[config.mk]
export PLATFORM = sky130hd
export DESIGN_NAME = tmrcc_top
export DESIGN_NICKNAME = d
export VERILOG_FILES = /design/src/design/tmrcc_top.v
export VERILOG_INCLUDE_DIRS = /design/src /design/src/design
export SDC_FILE = /design/constraint.sdc
export NUM_CORES = 1
export LEC_CHECK = 0
export BUFFER_PORTS_ARGS = -buffer_cell sky130_fd_sc_hd__buf_2
export CORE_ASPECT_RATIO = 0.5
export CORE_MARGIN = 4
export CORE_UTILIZATION = 30
export CTS_BUF_LIST = sky130_fd_sc_hd__clkbuf_4 sky130_fd_sc_hd__clkbuf_8
export DETAILED_ROUTE_END_ITERATION = 10
export PLACE_DENSITY = 0.46
export SYNTH_ARGS = -nofsm -noshare
export SYNTH_HDL_FRONTEND = slang
export SYNTH_SLANG_ARGS = --single-unit
[constraint.sdc]
create_clock -name aclk -period 4 [get_ports aclk]
set_input_delay 0.6 -clock aclk [delete_from_list [all_inputs] [get_ports aclk]]
set_output_delay 0.6 -clock aclk [all_outputs]
set_load 0.01 [all_outputs]
[src/design/tmrcc_defs.vh]
// Purpose: constants for the 16-bit capture/compare timer control block
// Assumes: registers sit at byte address four times their index
// Notes:   definitions only
`ifndef TMRCC_DEFS_VH
`define TMRCC_DEFS_VH

// register indices (byte address = index * 4)
`define TMRCC_IDX_CTRL2       6'h31
`define TMRCC_IDX_CTRL1       6'h32
`define TMRCC_IDX_STATUS      6'h33
`define TMRCC_IDX_CAPA_HI     6'h34
`define TMRCC_IDX_CAPA_LO     6'h35
`define TMRCC_IDX_CMPA_HI     6'h36
`define TMRCC_IDX_CMPA_LO     6'h37
`define TMRCC_IDX_CNT_HI      6'h38
`define TMRCC_IDX_CNT_LO      6'h39
`define TMRCC_IDX_ACNT_HI     6'h3a
`define TMRCC_IDX_ACNT_LO     6'h3b
`define TMRCC_IDX_CAPB_HI     6'h3c
`define TMRCC_IDX_CAPB_LO     6'h3d
`define TMRCC_IDX_CMPB_HI     6'h3e
`define TMRCC_IDX_CMPB_LO     6'h3f

// timer_control_one fields
`define TMRCC_C1_CAP_IE       7
`define TMRCC_C1_CMP_IE       6
`define TMRCC_C1_OVF_IE       5
`define TMRCC_C1_FORCE_B      4
`define TMRCC_C1_FORCE_A      3
`define TMRCC_C1_LEVEL_B      2
`define TMRCC_C1_CAPA_EDGE    1
`define TMRCC_C1_LEVEL_A      0

// timer_control_two fields
`define TMRCC_C2_PIN_A_EN     7
`define TMRCC_C2_PIN_B_EN     6
`define TMRCC_C2_ONE_PULSE    5
`define TMRCC_C2_PWM          4
`define TMRCC_C2_CLK_HI       3
`define TMRCC_C2_CLK_LO       2
`define TMRCC_C2_CAPB_EDGE    1
`define TMRCC_C2_EXT_EDGE     0

// status: flags in bits 7..3, freeze in bit 2; flag vector index
`define TMRCC_ST_FREEZE       2
`define TMRCC_FL_CAPA         4
`define TMRCC_FL_CMPA         3
`define TMRCC_FL_OVF          2
`define TMRCC_FL_CAPB         1
`define TMRCC_FL_CMPB         0

// clock select codes and prescaler terminal counts
`define TMRCC_CS_DIV4         2'b00
`define TMRCC_CS_DIV2         2'b01
`define TMRCC_CS_DIV8         2'b10
`define TMRCC_CS_EXT          2'b11
`define TMRCC_PRE_DIV2        3'h1
`define TMRCC_PRE_DIV4        3'h3
`define TMRCC_PRE_DIV8        3'h7
`define TMRCC_EXT_CLK_AVAIL   1'b1

// reset and load values
`define TMRCC_CTRL_RST        8'h00
`define TMRCC_CNT_RST         16'hfffc
`define TMRCC_CNT_MAX         16'hffff
`define TMRCC_OPM_CAP         16'hfffd
`define TMRCC_CMP_RST         16'h8000

// bus answers
`define TMRCC_RESP_OKAY       2'b00
`define TMRCC_RESP_SLVERR     2'b10
`endif

[src/design/tmrcc_top.v]
// Purpose: 16-bit timer with two captures, two compares, one-pulse and pwm modes
// Assumes: aclk is the cpu clock; halt_mode and wait_mode come from the core
// Notes:   registers reached over axi4-lite, one 8-bit register per word
//
// Contract
// - in wait the timer runs unchanged; any enabled timer interrupt wakes the device
// - halt freezes registers and counter; interrupt wake resumes, reset restarts counter
// - capture edge during halt arms; interrupt wake sets flag, captures exit count
// - pwm mode makes no compare events; first capture flag marks each period end
// - one shared interrupt: flag and enable set and global mask clear
// - control one bit 7 enables interrupt from either capture flag
// - control one bit 6 enables interrupt from either compare flag
// - control one bit 5 enables interrupt from the overflow flag
// - force bit b copies level b onto compare pin b without a match, outside one-pulse and pwm modes
// - force bit a copies level a onto compare pin a without a match, outside one-pulse and pwm modes
// - level b goes to pin b on compare b match; pin a in pulse modes
// - control one bit 1 picks capture a edge: 0 falling, 1 rising
// - level a goes to pin a on each compare a match when enabled
// - control two bit 7 only routes the compare a signal to its pin
// - control two bit 6 only routes the compare b signal to its pin
// - one-pulse mode fires one pulse at capture a edge, length from compare a
// - pwm mode repeats a waveform: pulse from compare a, period from compare b
// - clock select: 00 divide 4, 01 divide 2, 10 divide 8, 11 external
// - external clock select with no external pin leaves the counter stopped
// - control two bit 1 picks capture b edge: 0 falling, 1 rising
// - control two bit 0 picks external clock edge: 0 falling, 1 rising
// - three control/status registers plus six 16-bit data register pairs
// - flag clears after status read while set, then low data byte access
// - writing counter low or alternate counter low resets the counter
// - with one-pulse and pwm both set, only pwm acts
`timescale 1ns/1ns
`default_nettype none
`include "tmrcc_defs.vh"

module tmrcc_top (
  // clock and reset
  input  wire        aclk,
  input  wire        aresetn,
  // axi4-lite write address and data
  input  wire [7:0]  awaddr,
  input  wire        awvalid,
  output wire        awready,
  input  wire [31:0] wdata,
  input  wire [3:0]  wstrb,
  input  wire        wvalid,
  output wire        wready,
  // axi4-lite write response
  output wire [1:0]  bresp,
  output wire        bvalid,
  input  wire        bready,
  // axi4-lite read
  input  wire [7:0]  araddr,
  input  wire        arvalid,
  output wire        arready,
  output wire [31:0] rdata,
  output wire [1:0]  rresp,
  output wire        rvalid,
  input  wire        rready,
  // pins from outside
  input  wire        capture_a_pin,
  input  wire        capture_b_pin,
  input  wire        ext_count_clock_pin,
  // compare pins
  output wire        compare_a_pin,
  output wire        compare_a_oe,
  output wire        compare_b_pin,
  output wire        compare_b_oe,
  // core side
  input  wire        global_irq_mask,
  input  wire        wait_mode,
  input  wire        halt_mode,
  output wire        timer_irq,
  output wire        wait_wake
);

  // registers
  reg  [7:0]  ctrl1_q;
  reg  [7:0]  ctrl2_q;
  reg         freeze_q;
  reg  [15:0] cnt_q;
  reg  [2:0]  presc_q;
  reg  [15:0] capa_q;
  reg  [15:0] capb_q;
  reg  [15:0] cmpa_q;
  reg  [15:0] cmpb_q;
  reg  [4:0]  flag_q;
  reg  [4:0]  seen_q;
  reg  [1:0]  armed_q;
  reg         halt_q;
  reg         out_a_q;
  reg         out_b_q;
  reg         pin_a_q;
  reg         pin_b_q;
  reg         oe_a_q;
  reg         oe_b_q;
  reg         irq_q;
  reg         wake_q;
  reg  [2:0]  sync1_q;
  reg  [2:0]  sync2_q;
  reg  [2:0]  sync3_q;
  reg  [2:0]  lvl_q;
  // bus registers
  reg         awready_q;
  reg         wready_q;
  reg         bvalid_q;
  reg  [1:0]  bresp_q;
  reg  [5:0]  waddr_q;
  reg  [7:0]  wbyte_q;
  reg         wlane_q;
  reg         arready_q;
  reg         rvalid_q;
  reg  [1:0]  rresp_q;
  reg  [7:0]  rbyte_q;

  // combinational signals
  wire [2:0]  pin_raw;
  wire [2:0]  rise;
  wire [2:0]  fall;
  wire        pwm_on;
  wire        opm_on;
  wire        run;
  wire        wr_go;
  wire        rd_go;
  wire [5:0]  ridx;
  wire        capa_edge;
  wire        capb_edge;
  wire        ext_edge;
  wire        halt_exit;
  wire [1:0]  cs;
  wire        cmpa_hit;
  wire        cmpb_hit;
  wire        cnt_clear;
  wire        opm_fire;
  wire        irq_src;
  reg         tick;
  reg  [4:0]  low_acc;
  reg  [4:0]  set_v;
  reg  [7:0]  rd_d;
  reg         rd_ok;
  reg  [15:0] cnt_d;
  reg         out_a_d;
  reg         out_b_d;

  assign pin_raw = {ext_count_clock_pin, capture_b_pin, capture_a_pin};

  // three-stage sync; settled level only moves once stages two and three agree
  genvar gi;
  generate
    for (gi = 0; gi < 3; gi = gi + 1) begin : g_sync
      always @(posedge aclk) begin
        if (!aresetn) begin
          sync1_q[gi] <= 1'b0;
          sync2_q[gi] <= 1'b0;
          sync3_q[gi] <= 1'b0;
          lvl_q[gi]   <= 1'b0;
        end else begin
          sync1_q[gi] <= pin_raw[gi];
          sync2_q[gi] <= sync1_q[gi];
          sync3_q[gi] <= sync2_q[gi];
          if (sync2_q[gi] == sync3_q[gi]) begin
            lvl_q[gi] <= sync2_q[gi];
          end
        end
      end
      assign rise[gi] = (sync2_q[gi] == sync3_q[gi]) & sync2_q[gi] & ~lvl_q[gi];
      assign fall[gi] = (sync2_q[gi] == sync3_q[gi]) & ~sync2_q[gi] & lvl_q[gi];
    end
  endgenerate

  // edge selection per input
  assign capa_edge = ctrl1_q[`TMRCC_C1_CAPA_EDGE] ? rise[0] : fall[0];
  assign capb_edge = ctrl2_q[`TMRCC_C2_CAPB_EDGE] ? rise[1] : fall[1];
  assign ext_edge  = ctrl2_q[`TMRCC_C2_EXT_EDGE] ? rise[2] : fall[2];

  // mode decode; pwm overrides one-pulse
  assign pwm_on = ctrl2_q[`TMRCC_C2_PWM];
  assign opm_on = ctrl2_q[`TMRCC_C2_ONE_PULSE] & ~pwm_on;
  // halt stops counting, compares and captures; wait has no effect on the timer
  assign run       = ~halt_mode & ~freeze_q;
  assign halt_exit = halt_q & ~halt_mode;
  assign cs        = {ctrl2_q[`TMRCC_C2_CLK_HI], ctrl2_q[`TMRCC_C2_CLK_LO]};

  // timer tick from prescaler or external pin
  always @* begin
    case (cs)
      `TMRCC_CS_DIV4: tick = ({1'b0, presc_q[1:0]} == `TMRCC_PRE_DIV4);
      `TMRCC_CS_DIV2: tick = ({2'b00, presc_q[0]} == `TMRCC_PRE_DIV2);
      `TMRCC_CS_DIV8: tick = (presc_q == `TMRCC_PRE_DIV8);
      default:        tick = ext_edge & `TMRCC_EXT_CLK_AVAIL;
    endcase
  end

  // compare matches only on a counting tick
  assign cmpa_hit  = run & tick & (cnt_q == cmpa_q);
  assign cmpb_hit  = run & tick & (cnt_q == cmpb_q);
  assign opm_fire  = run & opm_on & capa_edge;
  assign wr_go     = ~awready_q & ~wready_q & ~bvalid_q;
  assign rd_go     = arvalid & arready_q;
  assign ridx      = araddr[7:2];
  assign cnt_clear = wr_go & ((waddr_q == `TMRCC_IDX_CNT_LO) |
                     (waddr_q == `TMRCC_IDX_ACNT_LO));

  // low-byte accesses that may clear a flag, by read or by write
  always @* begin
    low_acc = 5'b0_0000;
    if (rd_go) begin
      low_acc[`TMRCC_FL_CAPA] = (ridx == `TMRCC_IDX_CAPA_LO);
      low_acc[`TMRCC_FL_CMPA] = (ridx == `TMRCC_IDX_CMPA_LO);
      low_acc[`TMRCC_FL_OVF]  = (ridx == `TMRCC_IDX_CNT_LO);
      low_acc[`TMRCC_FL_CAPB] = (ridx == `TMRCC_IDX_CAPB_LO);
      low_acc[`TMRCC_FL_CMPB] = (ridx == `TMRCC_IDX_CMPB_LO);
    end
    if (wr_go) begin
      low_acc[`TMRCC_FL_CAPA] = low_acc[`TMRCC_FL_CAPA] | (waddr_q == `TMRCC_IDX_CAPA_LO);
      low_acc[`TMRCC_FL_CMPA] = low_acc[`TMRCC_FL_CMPA] | (waddr_q == `TMRCC_IDX_CMPA_LO);
      low_acc[`TMRCC_FL_OVF]  = low_acc[`TMRCC_FL_OVF] | (waddr_q == `TMRCC_IDX_CNT_LO);
      low_acc[`TMRCC_FL_CAPB] = low_acc[`TMRCC_FL_CAPB] | (waddr_q == `TMRCC_IDX_CAPB_LO);
      low_acc[`TMRCC_FL_CMPB] = low_acc[`TMRCC_FL_CMPB] | (waddr_q == `TMRCC_IDX_CMPB_LO);
    end
  end

  // flag set sources and counter next value
  always @* begin
    set_v = 5'b0_0000;
    cnt_d = cnt_q;
    if (run) begin
      if (pwm_on) begin
        set_v[`TMRCC_FL_CAPA] = cmpb_hit;
        set_v[`TMRCC_FL_CAPB] = capb_edge;
      end else if (opm_on) begin
        set_v[`TMRCC_FL_CAPA] = opm_fire;
        set_v[`TMRCC_FL_CMPB] = cmpb_hit; // compare b still times out
        set_v[`TMRCC_FL_CAPB] = capb_edge;
      end else begin
        set_v[`TMRCC_FL_CAPA] = capa_edge;
        set_v[`TMRCC_FL_CAPB] = capb_edge;
        set_v[`TMRCC_FL_CMPA] = cmpa_hit & ~ctrl1_q[`TMRCC_C1_FORCE_A];
        set_v[`TMRCC_FL_CMPB] = cmpb_hit & ~ctrl1_q[`TMRCC_C1_FORCE_B];
      end
      if (tick) begin
        cnt_d = cnt_q + 16'h0001;
        set_v[`TMRCC_FL_OVF] = (cnt_q == `TMRCC_CNT_MAX);
      end
      if (opm_fire | (pwm_on & cmpb_hit)) begin
        cnt_d = `TMRCC_CNT_RST;
      end
    end
    if (halt_exit) begin
      set_v[`TMRCC_FL_CAPA] = set_v[`TMRCC_FL_CAPA] | armed_q[0];
      set_v[`TMRCC_FL_CAPB] = set_v[`TMRCC_FL_CAPB] | armed_q[1];
    end
    if (cnt_clear) begin
      cnt_d = `TMRCC_CNT_RST;
    end
  end

  // compare output latches
  always @* begin
    out_a_d = out_a_q;
    out_b_d = out_b_q;
    if (run & (pwm_on | opm_on)) begin
      if (opm_fire | (pwm_on & cmpb_hit)) begin
        out_a_d = ctrl1_q[`TMRCC_C1_LEVEL_B];
      end else if (cmpa_hit) begin
        out_a_d = ctrl1_q[`TMRCC_C1_LEVEL_A];
      end
    end else if (run) begin
      if (ctrl1_q[`TMRCC_C1_FORCE_A] | cmpa_hit) begin
        out_a_d = ctrl1_q[`TMRCC_C1_LEVEL_A];
      end
      if (ctrl1_q[`TMRCC_C1_FORCE_B] | cmpb_hit) begin
        out_b_d = ctrl1_q[`TMRCC_C1_LEVEL_B];
      end
    end
  end

  // read mux; unmapped index answers with an error
  always @* begin
    rd_ok = 1'b1;
    case (ridx)
      `TMRCC_IDX_CTRL2:    rd_d = ctrl2_q;
      `TMRCC_IDX_CTRL1:    rd_d = ctrl1_q;
      `TMRCC_IDX_STATUS:   rd_d = {flag_q, freeze_q, 2'b00};
      `TMRCC_IDX_CAPA_HI:  rd_d = capa_q[15:8];
      `TMRCC_IDX_CAPA_LO:  rd_d = capa_q[7:0];
      `TMRCC_IDX_CMPA_HI:  rd_d = cmpa_q[15:8];
      `TMRCC_IDX_CMPA_LO:  rd_d = cmpa_q[7:0];
      `TMRCC_IDX_CNT_HI:   rd_d = cnt_q[15:8];
      `TMRCC_IDX_CNT_LO:   rd_d = cnt_q[7:0];
      `TMRCC_IDX_ACNT_HI:  rd_d = cnt_q[15:8];
      `TMRCC_IDX_ACNT_LO:  rd_d = cnt_q[7:0];
      `TMRCC_IDX_CAPB_HI:  rd_d = capb_q[15:8];
      `TMRCC_IDX_CAPB_LO:  rd_d = capb_q[7:0];
      `TMRCC_IDX_CMPB_HI:  rd_d = cmpb_q[15:8];
      `TMRCC_IDX_CMPB_LO:  rd_d = cmpb_q[7:0];
      default: begin
        rd_d  = 8'h00;
        rd_ok = 1'b0;
      end
    endcase
  end

  // axi write channel: take address and data in any order, answer after both
  always @(posedge aclk) begin
    if (!aresetn) begin
      awready_q <= 1'b1;
      wready_q  <= 1'b1;
      bvalid_q  <= 1'b0;
      bresp_q   <= `TMRCC_RESP_OKAY;
      waddr_q   <= 6'h00;
      wbyte_q   <= 8'h00;
      wlane_q   <= 1'b0;
    end else begin
      if (awvalid & awready_q) begin
        awready_q <= 1'b0;
        waddr_q   <= awaddr[7:2];
      end
      if (wvalid & wready_q) begin
        wready_q <= 1'b0;
        wbyte_q  <= wdata[7:0];
        wlane_q  <= wstrb[0];
      end
      if (wr_go) begin
        bvalid_q <= 1'b1;
        bresp_q  <= (waddr_q < `TMRCC_IDX_CTRL2) ? `TMRCC_RESP_SLVERR : `TMRCC_RESP_OKAY;
      end
      if (bvalid_q & bready) begin
        bvalid_q  <= 1'b0;
        awready_q <= 1'b1;
        wready_q  <= 1'b1;
      end
    end
  end

  // axi read channel: data sampled at the address handshake
  always @(posedge aclk) begin
    if (!aresetn) begin
      arready_q <= 1'b1;
      rvalid_q  <= 1'b0;
      rresp_q   <= `TMRCC_RESP_OKAY;
      rbyte_q   <= 8'h00;
    end else begin
      if (rd_go) begin
        arready_q <= 1'b0;
        rvalid_q  <= 1'b1;
        rbyte_q   <= rd_d;
        rresp_q   <= rd_ok ? `TMRCC_RESP_OKAY : `TMRCC_RESP_SLVERR;
      end else if (rvalid_q & rready) begin
        rvalid_q  <= 1'b0;
        arready_q <= 1'b1;
      end
    end
  end

  // software-written registers; only byte lane zero carries data
  always @(posedge aclk) begin
    if (!aresetn) begin
      ctrl1_q  <= `TMRCC_CTRL_RST;
      ctrl2_q  <= `TMRCC_CTRL_RST;
      freeze_q <= 1'b0;
      cmpa_q   <= `TMRCC_CMP_RST;
      cmpb_q   <= `TMRCC_CMP_RST;
    end else if (wr_go & wlane_q) begin
      case (waddr_q)
        `TMRCC_IDX_CTRL1:   ctrl1_q <= wbyte_q;
        `TMRCC_IDX_CTRL2:   ctrl2_q <= wbyte_q;
        `TMRCC_IDX_STATUS:  freeze_q <= wbyte_q[`TMRCC_ST_FREEZE];
        `TMRCC_IDX_CMPA_HI: cmpa_q[15:8] <= wbyte_q;
        `TMRCC_IDX_CMPA_LO: cmpa_q[7:0] <= wbyte_q;
        `TMRCC_IDX_CMPB_HI: cmpb_q[15:8] <= wbyte_q;
        `TMRCC_IDX_CMPB_LO: cmpb_q[7:0] <= wbyte_q;
        default: ;
      endcase
    end
  end

  // counter, prescaler, captures and halt arming
  always @(posedge aclk) begin
    if (!aresetn) begin
      cnt_q   <= `TMRCC_CNT_RST;
      presc_q <= 3'h0;
      capa_q  <= `TMRCC_CNT_RST;
      capb_q  <= `TMRCC_CNT_RST;
      armed_q <= 2'b00;
      halt_q  <= 1'b0;
    end else begin
      halt_q <= halt_mode;
      cnt_q  <= cnt_d;
      if (run) begin
        presc_q <= presc_q + 3'h1;
      end
      if (cnt_clear) begin
        presc_q <= 3'h0;
      end
      // edges during halt are remembered, not captured
      if (halt_mode) begin
        armed_q <= armed_q | {capb_edge, capa_edge & ~opm_on & ~pwm_on};
      end else if (halt_exit) begin
        armed_q <= 2'b00;
        if (armed_q[0]) begin
          capa_q <= cnt_q;
        end
        if (armed_q[1]) begin
          capb_q <= cnt_q;
        end
      end else if (run) begin
        if (opm_fire) begin
          capa_q <= `TMRCC_OPM_CAP;
        end else if (capa_edge & ~opm_on & ~pwm_on) begin
          capa_q <= cnt_q;
        end
        if (capb_edge) begin
          capb_q <= cnt_q;
        end
      end
    end
  end

  // flags: a set in the clearing cycle wins
  always @(posedge aclk) begin
    if (!aresetn) begin
      flag_q <= 5'b0_0000;
      seen_q <= 5'b0_0000;
    end else begin
      flag_q <= (flag_q & ~(low_acc & seen_q)) | set_v;
      if (rd_go & (ridx == `TMRCC_IDX_STATUS)) begin
        seen_q <= flag_q;
      end else begin
        seen_q <= seen_q & ~low_acc;
      end
    end
  end

  // shared interrupt request from enabled flags
  assign irq_src = (ctrl1_q[`TMRCC_C1_CAP_IE] &
                    (flag_q[`TMRCC_FL_CAPA] | flag_q[`TMRCC_FL_CAPB])) |
                   (ctrl1_q[`TMRCC_C1_CMP_IE] &
                    (flag_q[`TMRCC_FL_CMPA] | flag_q[`TMRCC_FL_CMPB])) |
                   (ctrl1_q[`TMRCC_C1_OVF_IE] & flag_q[`TMRCC_FL_OVF]);

  // pin drive and core requests, all registered
  always @(posedge aclk) begin
    if (!aresetn) begin
      out_a_q <= 1'b0;
      out_b_q <= 1'b0;
      pin_a_q <= 1'b0;
      pin_b_q <= 1'b0;
      oe_a_q  <= 1'b0;
      oe_b_q  <= 1'b0;
      irq_q   <= 1'b0;
      wake_q  <= 1'b0;
    end else begin
      out_a_q <= out_a_d;
      out_b_q <= out_b_d;
      pin_a_q <= out_a_d;
      pin_b_q <= out_b_d;
      // enables only route the pin; compare logic keeps running
      oe_a_q  <= ctrl2_q[`TMRCC_C2_PIN_A_EN] & ~freeze_q;
      oe_b_q  <= ctrl2_q[`TMRCC_C2_PIN_B_EN] & ~freeze_q;
      irq_q   <= irq_src & ~global_irq_mask;
      wake_q  <= irq_src & ~global_irq_mask & wait_mode;
    end
  end

  // outputs
  assign awready       = awready_q;
  assign wready        = wready_q;
  assign bvalid        = bvalid_q;
  assign bresp         = bresp_q;
  assign arready       = arready_q;
  assign rvalid        = rvalid_q;
  assign rresp         = rresp_q;
  assign rdata         = {24'h00_0000, rbyte_q};
  assign compare_a_pin = pin_a_q;
  assign compare_a_oe  = oe_a_q;
  assign compare_b_pin = pin_b_q;
  assign compare_b_oe  = oe_b_q;
  assign timer_irq     = irq_q;
  assign wait_wake     = wake_q;

endmodule
`default_nettype wire

## Yosys cells after proc, flatten, opt, wreduce, memory -nomap -nowiden

Cells that the tools add are included.

| word-level totals | value |
|---|---|
| output and inout port bits | 47 |
| input bits | 65 |
| logic and storage cells | 239 |
| flip-flop bits (word level) | 163 |

| cells by class | value |
|---|---|
| equality and inequality tests | 39 |
| muxes and demuxes | 43 |
| bitwise logic cells | 84 |
| add/sub/neg operators | 2 |
| magnitude comparators | 1 |
| reductions and logical operators | 26 |

Operators with widths:

| cell | count |
|---|---|
| 16-bit 2-to-1 mux | 11 |
| 6-bit == test, second input constant | 26 |
| 8-bit one-hot mux with 13 select lines | 1 |
| 1-bit AND | 43 |
| 16-bit == test | 2 |
| 1-bit 2-to-1 mux | 22 |
| 5-bit 2-to-1 mux | 4 |
| 1-bit inverter | 18 |
| 16-bit by 1-bit adder with 16-bit output, second input constant | 1 |
| 16-bit == test, second input constant | 1 |
| 1-bit bitwise OR | 16 |
| 2-bit AND reduction | 8 |
| 5-bit AND | 3 |
| 15-bit OR reduction | 1 |
| 2-bit nonzero test | 7 |
| 5-bit inverter | 2 |
| 2-bit 2-to-1 mux | 4 |
| 4-bit AND reduction | 2 |
| 2-bit OR reduction | 4 |
| 6-bit < comparator, second input constant | 1 |
| 3-bit AND reduction | 2 |
| 5-bit bitwise OR | 1 |
| 2-bit == test, second input constant | 2 |
| 2-bit != test, second input constant | 2 |
| 9 further kinds | 11 |

## Logic depth before layout (Yosys ltp)

Gate-level depths: netlist of run 1.

| logic depth | value |
|---|---|
| depth in word-level cells | 14 |
| gate-level depth with buffers | 9 |
| mapped depth without buffers | 8 |

## Least setup slack after synthesis of run 1

Ideal clock, no wire load.

| timing path | value |
|---|---|
| kind | input -> register |
| start | in araddr[2] |
| end | reg rbyte_q[6] |
| required time | 3.872 ns |
| setup time | 0.128 ns |
| buffers on the path | 1 |
| cell stages on the path | 6 |
| setup slack | 1.976 ns |
| arrival time | 1.896 ns |
| cells stage by stage | buf_4 > mux4_2 > a222oi_1 > nand4_1 > a22oi_1 > nor2_1 |

| between the ends | value |
|---|---|
| cells in the longest elaborated chain, start to end | 3 |
| elaborated cells on any way between the ends | 18 |
| classes of those cells | eq/ne: 15; mux: 1; reduce/logical: 2 |

Ends and longest elaborated chain:

| what | RTL line | RTL |
|---|---|---|
| start: declaration | tmrcc_top.v:52 | `input wire [7:0] araddr,` |
| 6-bit == test | tmrcc_top.v:280 | `case (ridx)` |
| 2-bit OR reduction (no line) | n/a |  |
| 8-bit one-hot mux with 13 select lines (*) | tmrcc_top.v:280 |  |
| end signal: assignment | tmrcc_top.v:346 | `rbyte_q <= rd_d;` |
| end: declaration | tmrcc_top.v:113 | `reg [7:0] rbyte_q;` |

Mark *: on every way between the ends. The rest lies on a longest branch, timed or not.
A chain may end at the register's enable or synchronous reset.

## Worst setup path in the final report of run 1

| timing path | value |
|---|---|
| start | reg sync2_q[1] |
| end | reg capb_q[12] |

| between the ends | value |
|---|---|
| cells in the longest elaborated chain, start to end | 6 |
| elaborated cells on any way between the ends | 9 |
| classes of those cells | eq/ne: 1; mux: 1; bitwise: 5; reduce/logical: 2 |

Ends and longest elaborated chain:

| what | RTL line | RTL |
|---|---|---|
| start: declaration | tmrcc_top.v:99 | `reg [2:0] sync2_q;` |
| start signal: indexed assignment | tmrcc_top.v:158 | `sync2_q[gi] <= sync1_q[gi];` |
| 1-bit == test / 1-bit inverter (equally long branches) | tmrcc_top.v:165, tmrcc_top.v:166 |  |
| 1-bit AND, on equally long branches (2 in a row) | tmrcc_top.v:166, tmrcc_top.v:165 |  |
| 1-bit 2-to-1 mux (*) | tmrcc_top.v:172 | `` assign capb_edge = ctrl2_q[`TMRCC_C2_CAPB_EDGE] ? rise[1] : fall[1]; `` |
| 2-bit nonzero test (no line) (*) | n/a |  |
| 4-bit AND reduction (no line) (*) | n/a |  |
| end signal: assignment | tmrcc_top.v:383 | `` capb_q <= `TMRCC_CNT_RST; `` |
| end signal: assignment | tmrcc_top.v:404 | `capb_q <= cnt_q;` |
| end signal: assignment | tmrcc_top.v:413 | `capb_q <= cnt_q;` |
| end: declaration | tmrcc_top.v:83 | `reg [15:0] capb_q;` |

Marks and branches as above.

==> results, run 1 <==
- The flow ran to the end, and the final reports show no timing, DRC or antenna violations.
- The worst setup skew after layout is 0.0144 ns.
- The peak ir drop on the vdd network is 192 uV.
- Entering global routing, the biggest net connects 55 pins.
- The repair_antennas step left the layout with diodes totalling 0.
- The number of slew-limit violations in the final report is 0.
- The number of synthesis warnings is 0.
- The final antenna-violating net count is 0.
- The worst hold slack is 0.333 ns.
- The dominant register cell in the synthesized netlist is dfxtp_1.
- The dominant cell type by area after synthesis is dfxtp_1.
- Pin placement for this block handled 112 I/O pins.
- Averaged over all synthesized cells, the footprint is 8.96 um^2.
- The share of Yosys cell area claimed by the top area cell type is 0.424.
- The wire length per cell after detailed routing is 19.3 um.
- Setup repair after global routing left no endpoint under its margin.
- The placement row count is 40.
- The cell at the root of the clock tree is clkbuf_8.
- The worst setup path is captured at a register.
- Detailed placement ended at an HPWL of 16800 um.
- The initial antenna violation count is 0.
- The share of flip-flops with an asynchronous set or reset is 0.
- The critical path goes through inv_1 -> ha_1 -> nand2_1 -> o21ai_0 -> a21boi_0 -> nor2_2 -> mux2i_1 -> nand2_1.
- The buffer and inverter count on the worst path is 1.
- The via count is 6200.
- The path class of the tightest hold or removal check is input pin to register.
- After filler insertion, the fill cell instance count of the layout stands at 2523.
- The number of distinct standard cells referenced by the synthesized netlist is 68.
- In the post-route analysis, the smallest setup slack over all paths is 1.29 ns.
- The routed wire length is 23700 um.
- The routed design could run at a clock period as short as 2.71 ns.
- Data on the critical path arrives at its endpoint at 3.03 ns.
- The number of violations reported at the end of detailed-routing iteration 0 is 497.
- The die width is 233 um.
- Gates resized during post-CTS repair numbered 0.
- The CTS tree is built.
- The leakage power figure is 0.00314 uW.
- The y dimension of the die is 121 um.
- The worst relative slew slack is 0.284.
- The buffer levels on the longest clock path is 2.
- Dividing the detail-routed via count by the number of cells gives 5.04.
- The category of the worst setup path launch point is a register.
- The core box area is 24500 um^2.
- The count of max-cap constraint violations is 0.
- The number of flops mapped to enable cells by yosys is 0.
- After synthesis, the cell types taking the most area are dfxtp_1, mux2i_1, nand2_1, nor2_1, buf_4.
- In this design, the stage delay of the slowest critical-path cell is 0.93 ns.
- The maximum clock rate is 369 MHz.
- The largest fanout of any net on the critical path is 16.
- The maximum level of the CTS H-tree is 4.
- The aggregate global routing overflow is 0.
- The total negative slack for setup checks is 0 ns.
- After detailed routing, the number of remaining DRC violations is 0.
- After clock tree synthesis, the clock-pin slew on the worst setup and hold paths is 0.08 ns.
- The required time reported for the critical path endpoint is 4.32 ns.
- The overall global routing resource usage is 0.172.
- Broken down by cell family, the worst path's largest delay share belongs to simple AND/OR/NAND/NOR gates.
- Counting flops and latches in the post-synthesis netlist gives 161.
- OpenSTA, run right after detailed placement, puts the worst setup slack at 1.28 ns.
- Among the stages of the critical path, the cell type that occurs most often is nand2_1.
- Of the cells placed in the final design, the portion with a size suffix greater than 1 is 0.145.
- The share of the yosys chip area belonging to registers is 0.424.
- The number of global-route vias before repair is 5855.
- The setup path with the least slack is of type register to register.
- The layout-stage area growth over the synthesis result is 11.7%.
- The number of hold buffers added after CTS was 0.
- In this run the power density over the cells is 371 nW/um^2.
- The die covers 28100 um^2.
- In this run the cell area of the synthesized design comes to 7610 um^2.
- The number of failing hold endpoints at the final stage is 0.
- The latest clock arrival within the worst-skew pair is 0.47 ns.
- Routability-driven placement finished with a final weighted congestion of 0.896.
- The global-route wire length before repair is 36600 um.
- The final net count is 956.
- Among all stages on the critical path, the largest delay is contributed by nor2_2.
- Dividing the final minimum period by the clock period gives 0.677.
- Counting the buffers created by CTS gives 17.
- The number of optimization iterations in the first detailed-route pass is 5.
- Setup violations remaining at the end of the flow were counted as 0.
- The initial cell density of the core is 0.311.
- The number of cells produced by synthesis is 849.
- The transition time of the tightest slew-check pin is 1.07 ns.
- In this run the tool buffered the top-level ports with 54 buffer cells.
- The number of setup buffers added after CTS is 0.
- The clock drives 161 sinks.
[layout make-up]
class                   instances  area (um^2)  area share
inverters                      17         63.8     0.00751
flip-flops and latches        161         3220       0.379
repair buffers                 70          390      0.0459
clock buffers                  23          304      0.0358
multi-input cells             615         3970       0.467
clock inverters                 8          128      0.0150
well taps                     336          420      0.0495
[report_power, final]
part           switching [uW]  internal (uW)
sequential               39.5           1620
clock                     616            696
combinational             120           61.3
total                     775           2380
[worst reg2reg max path: cells and delay by family, from the launching register on]
family	cells	cell delay [ns]
AOI/OAI and AO/OA	2	0.68
adders and majority gates	1	0.14
buffers and inverters	1	0.08
DFF	1	0.33
muxes	1	0.29
and+or+nand+nor	3	1.06
[per-layer routing]
layer / GRT usage / part of all wire
met1: 0.257 / 0.51
met2: 0.249 / 0.42
met3: 0.0337 / 0.048
met4: 0.0451 / 0.015
met5: 0 / 0
[placed cells by master (no fill, tap or decap), types with 16 or more instances in the layout]
cell / n
xnor2_1: 22
nand2_1: 104
conb_1: 26
dfxtp_1: 161
mux2i_1: 68
buf_4: 16
buf_2: 54
inv_1: 16
a21oi_1: 36
clkbuf_8: 21
a22oi_1: 29
xor2_1: 23
o21ai_0: 23
nand3_1: 34
nor2_1: 83
o22ai_1: 18
[worst paths after layout]
kind         cells past startpoint  slack, ns                 endpoint             startpoint
max                              8       1.29  capb_q[12]$_SDFFE_PN1P_  sync2_q[1]$_SDFF_PN0_
min reg2reg                      1       0.44    sync2_q[0]$_SDFF_PN0_  sync1_q[0]$_SDFF_PN0_
min                              2       0.33     wait_wake$_SDFF_PN0_              wait_mode
max reg2reg                      8       1.29  capb_q[12]$_SDFFE_PN1P_  sync2_q[1]$_SDFF_PN0_
[per-stage QoR]
step	cell area (um^2)	utilization	instances	total power (uW)
global placement	8070	0.330	1199	1880
finish	8500	0.347	1230	3160
detailed placement	8070	0.330	1199	1880
floorplan	7700	-	874	1820
global route	8500	0.347	1230	3280
CTS	8500	0.347	1230	3180
[state kept, by name, indices dropped and copies added, names as in the netlist, 3 cells and up]
register and count:
sync2_q 3, rbyte_q 8, flag_q 5, cnt_q 16, waddr_q 6, presc_q 3, ctrl2_q 8, wbyte_q 8
cmpb_q 16, cmpa_q 16, seen_q 5, capb_q 16, capa_q 16, ctrl1_q 8, lvl_q 3, sync3_q 3
sync1_q 3
[Yosys cell counts (2+ instances only)]
| cell | number |
|---|---|
| dfxtp_1 | 161 |
| nor2_1 | 83 |
| a222oi_1 | 7 |
| a32oi_1 | 4 |
| a22oi_1 | 29 |
| nor3_1 | 7 |
| nor3_4 | 2 |
| a311oi_1 | 2 |
| and3_1 | 5 |
| o211ai_1 | 2 |
| mux2i_1 | 68 |
| nand4b_1 | 2 |
| and3b_1 | 2 |
| mux2_2 | 3 |
| and4_1 | 2 |
| clkbuf_1 | 30 |
| o22ai_1 | 18 |
| nand4_1 | 13 |
| buf_2 | 16 |
| and2_1 | 13 |
| nand3_1 | 34 |
| nor2_2 | 3 |
| or3_1 | 2 |
| nor3b_1 | 5 |
| nor2b_1 | 3 |
| xnor2_1 | 22 |
| buf_4 | 32 |
| a21oi_1 | 36 |
| o31ai_1 | 2 |
| nor4_1 | 9 |
| nand3b_1 | 3 |
| xor2_1 | 23 |
| o21ai_0 | 23 |
| mux4_2 | 7 |
| inv_1 | 17 |
| nand2_1 | 104 |
| ha_1 | 9 |
| a21boi_0 | 4 |
| o21ai_1 | 3 |
| nand2b_1 | 9 |
| buf_1 | 3 |
[cell families (layout without fill, tap and decap cells)]
kind of cell             after synthesis  after routing  share of synthesized area
AND/OR/NAND/NOR                      313            313                      0.200
adder cells (fa/ha/maj)                9              9                     0.0148
buffers and inverters                 98            118                     0.0668
AO/OA/AOI/OAI                        143            143                      0.126
XOR/XNOR                              45             45                     0.0518
other                                  1             26                   0.000493
flip-flops                           161            161                      0.424
multiplexers                          79             79                      0.116
Power figures use the tool's default switching activity.
==> run 2: changes to the inputs <==
--- a/config.mk
+++ b/config.mk
@@ -12,7 +12,7 @@
 export CORE_UTILIZATION = 30
 export CTS_BUF_LIST = sky130_fd_sc_hd__clkbuf_4 sky130_fd_sc_hd__clkbuf_8
 export DETAILED_ROUTE_END_ITERATION = 10
-export PLACE_DENSITY = 0.46
+export PLACE_DENSITY = 0.48
 export SYNTH_ARGS = -nofsm -noshare
 export SYNTH_HDL_FRONTEND = slang
 export SYNTH_SLANG_ARGS = --single-unit
==> constraint.sdc (replaced) <==
create_clock -name aclk -period 2.2 [get_ports aclk]
set_input_delay 0.33 -clock aclk [delete_from_list [all_inputs] [get_ports aclk]]
set_output_delay 0.33 -clock aclk [all_outputs]
set_load 0.01 [all_outputs]
==> run 2 against run 1 <==
Compared with the run above: global-route usage increased by 0.45 points; cell count increased by 4.0%; wire length increased by 2.4%; worst setup slack got worse by 1.2 ns; critical endpoint is now flag_q[4]$_SDFF_PN0_; largest cell class unchanged; highest routed layer is now met5.
==> results, run 2 (synthesis gave the netlist of run 1 again) <==
- The core box area is 24500 um^2 (unchanged).
- The y dimension of the die is 121 um (unchanged).
- The flow ran to the end, and the final reports show no timing, DRC or antenna violations.
- The worst hold slack is 0.0481 ns (-0.285 ns).
- The cell area after layout came to 8910 um^2 (+4.8%).
- The final antenna-violating net count was 0 (unchanged).
- The total cell area at the placement stage is 8430 um^2 (+4.5%).
- The required time reported for the critical path endpoint is 2.58 ns (-1.74 ns).
- The number of global-route vias before repair is 6213 (+6.1%).
- The number of slew-limit violations in the final report is 0 (unchanged).
- The switching power of the nets is 1480 uW (+91%).
- The total setup violations reported at the end of the flow is 0 (unchanged).
- The post-route minimum period is 2.13 ns (-0.581 ns).
- The average vias per placed instance was 5.04 (about the same).
- The number of clock sinks is 161 (unchanged).
- The power density normalized to cell area is 650 nW/um^2 (+75%).
- The count of fill cells added during filler insertion is 2539 (+0.63%).
- The peak ir drop on the vdd network is 361 uV (+88%).
- The global-route wire length before repair is 37400 um (+2.2%).
- The slowest stage of the critical path is the dfxtp_2 cell.
- Walking the worst path, the cells encountered are ha_1 -> ha_1 -> mux2_1 -> o221ai_4 -> nor2_2 -> and3_1 -> buf_4 -> o31a_1.
- The buffer levels on the longest clock path was 2 (unchanged).
- The aggregate global routing overflow came to 0 (unchanged).
- The clock transition at the registers of the reported paths is 0.10 ns (+0.02 ns).
- The highest cell delay on the worst timing path is 0.36 ns (-0.57 ns).
- The count of port buffers added during placement is 54 (unchanged).
- The endpoint type of the worst setup path is a register.
- The worst setup skew after layout is 0.0179 ns (+0.00341 ns).
- The sequential share of power is 0.522 (-0.005).
- The number of optimization iterations in the first detailed-route pass is 5 (unchanged).
- The overall global routing resource usage was 0.176 (+0.00447).
- The number of inserted diodes is 0 (unchanged).
- The number of placed I/O pins is 112 (unchanged).
- The latest clock arrival within the worst-skew pair is 0.48 ns (about the same).
- Among the stages of the critical path, the cell type that occurs most often is ha_1.
- The share of the cycle needed by the critical path after routing was 0.966 (+0.289).
- In the layout the commonest cells are dfxtp_1, nand2_1, nor2_1, mux2i_1, buf_4.
- The number of failing hold endpoints at the final stage is 0 (unchanged).
- Relative to the synthesized area, the layout overhead comes to 17.1%.
- Setup repair after global routing left no endpoint under its margin.
- The clock network fraction of design power is 0.414 (-0.002).
- The register area was 3220 um^2 (about the same).
- The cell at the root of the clock tree is clkbuf_8.
- The routed wire length came to 24300 um (+2.4%).
- The switching power share of the total is 0.255 (+0.00983).
- The kind of path behind the tightest hold check is input pin to register.
- The total area of multi-input combinational cells is 4000 um^2 (+0.79%).
- The number of hold-repair buffers added at the cts stage came to 0 (unchanged).
- The leakage power figure is 0.00339 uW (+7.8%).
- The total negative slack for setup checks was 0 ns (unchanged).
- The ratio of cells with drive above 1 in the final layout is 0.195 (+0.0497).
- The category of the worst setup path launch point is a register.
- The die footprint is 28100 um^2 (unchanged).
- The wire length per cell after detailed routing is 19.0 um (-1.5%).
- The placement row count came to 40 (unchanged).
- The proportion of power drawn by combinational gates is 0.064 (+0.007).
- The maximum clock rate was 470 MHz (+27%).
- The leading cell type in the layout, fill and taps excluded is dfxtp_1.
- The post-detailed-route DRC marker count is 0 (unchanged).
- The largest net degree at the start of global routing is 44 (-20%).
- The die width is 233 um (unchanged).
- The number of CTS-inserted buffers is 17 (unchanged).
- The transition time of the tightest slew-check pin came to 1.05 ns (-0.0201 ns).
- The arrival time at the worst endpoint is 2.50 ns (-0.53 ns).
- The worst relative slew slack is 0.293 (+0.00880).
- The half-perimeter wire length after placement is 18100 um (+7.8%).
- The critical path start-end classification is register to register.
- The via count was 6441 (+3.9%).
- The initial cell density of the core was 0.311 (unchanged).
- TritonCTS built the clock tree.
- The number of violations reported at the end of detailed-routing iteration 0 is 466 (-6.2%).
- The final net count is 1004 (+5.0%).
- The final weighted congestion of routability-driven global placement was 0.879 (-1.9%).
- The count of max-cap constraint violations is 0 (unchanged).
- The largest fanout of any net on the critical path is 3 (-13).
- The internal power contribution is 4310 uW (+81%).
- The maximum level of the CTS H-tree was 4 (unchanged).
- The initial antenna violation count is 1 (+1).
## run 2: layout make-up
| cell class | count | area share |
|---|---|---|
| tap | 336 | 0.0472 |
| timing repair buffer | 118 | 0.0861 |
| sequential | 161 | 0.362 |
| multi-input combinational | 615 | 0.449 |
| clock inverter | 11 | 0.0171 |
| clock buffer | 21 | 0.0310 |
| inverter | 17 | 0.00716 |
## run 2: critical path: cells and delay by family, from the launching register on
| kind | cells | cell delay (ns) |
|---|---|---|
| AO/OA/AOI/OAI | 2 | 0.48 |
| adder cells (fa/ha/maj) | 2 | 0.39 |
| buffers and inverters | 1 | 0.16 |
| flip-flops | 1 | 0.36 |
| multiplexers | 1 | 0.34 |
| AND/OR/NAND/NOR | 2 | 0.29 |
## run 2: metal layers
| metal | vias up | routed length, um | global-route usage |
|---|---|---|---|
| li1 | 3093 | - | - |
| met1 | 3127 | 12300 | 0.257 |
| met2 | 187 | 10300 | 0.261 |
| met3 | 32 | 1190 | 0.0332 |
| met4 | 2 | 471 | 0.0556 |
| met5 | - | 11 | 0 |
## run 2: timing repair
item | in CTS | in global routing
pin swaps | 0 | 1
gates resized for setup | 3 | 6
buffers inserted | 0 | 1
endpoints found under the setup margin | 27 | 14
## run 2: final timing paths
kind                                              end  cells past startpoint                     from  slack, ns
worst max-delay path             flag_q[4]$_SDFF_PN0_                      8  presc_q[0]$_SDFFE_PP0N_       0.07
worst max register to register   flag_q[4]$_SDFF_PN0_                      8  presc_q[0]$_SDFFE_PP0N_       0.07
worst min-delay path            sync1_q[2]$_SDFF_PN0_                      2      ext_count_clock_pin       0.05
worst min register to register  sync2_q[0]$_SDFF_PN0_                      1    sync1_q[0]$_SDFF_PN0_       0.44
## run 2: power groups by stage
stage                     registers [uW]  logic (uW)  clock network, uW
after floorplan                     3060         262                  0
after global placement              3090         359                  0
after detailed placement            3090         362                  0
after CTS                           3020         364               2440
after global routing                3030         408               2560
final                               3020         369               2400
## run 2: through the flow
step                      std cells  total power [uW]  setup slack [ns]  utilization
after floorplan                 874              3320             0.199            -
after global placement         1246              3450           -0.0352        0.345
after detailed placement       1246              3450           -0.0451        0.345
after CTS                      1278              5830           0.00325        0.362
after global routing           1279              6000           0.00132        0.364
final                          1279              5790            0.0746        0.364
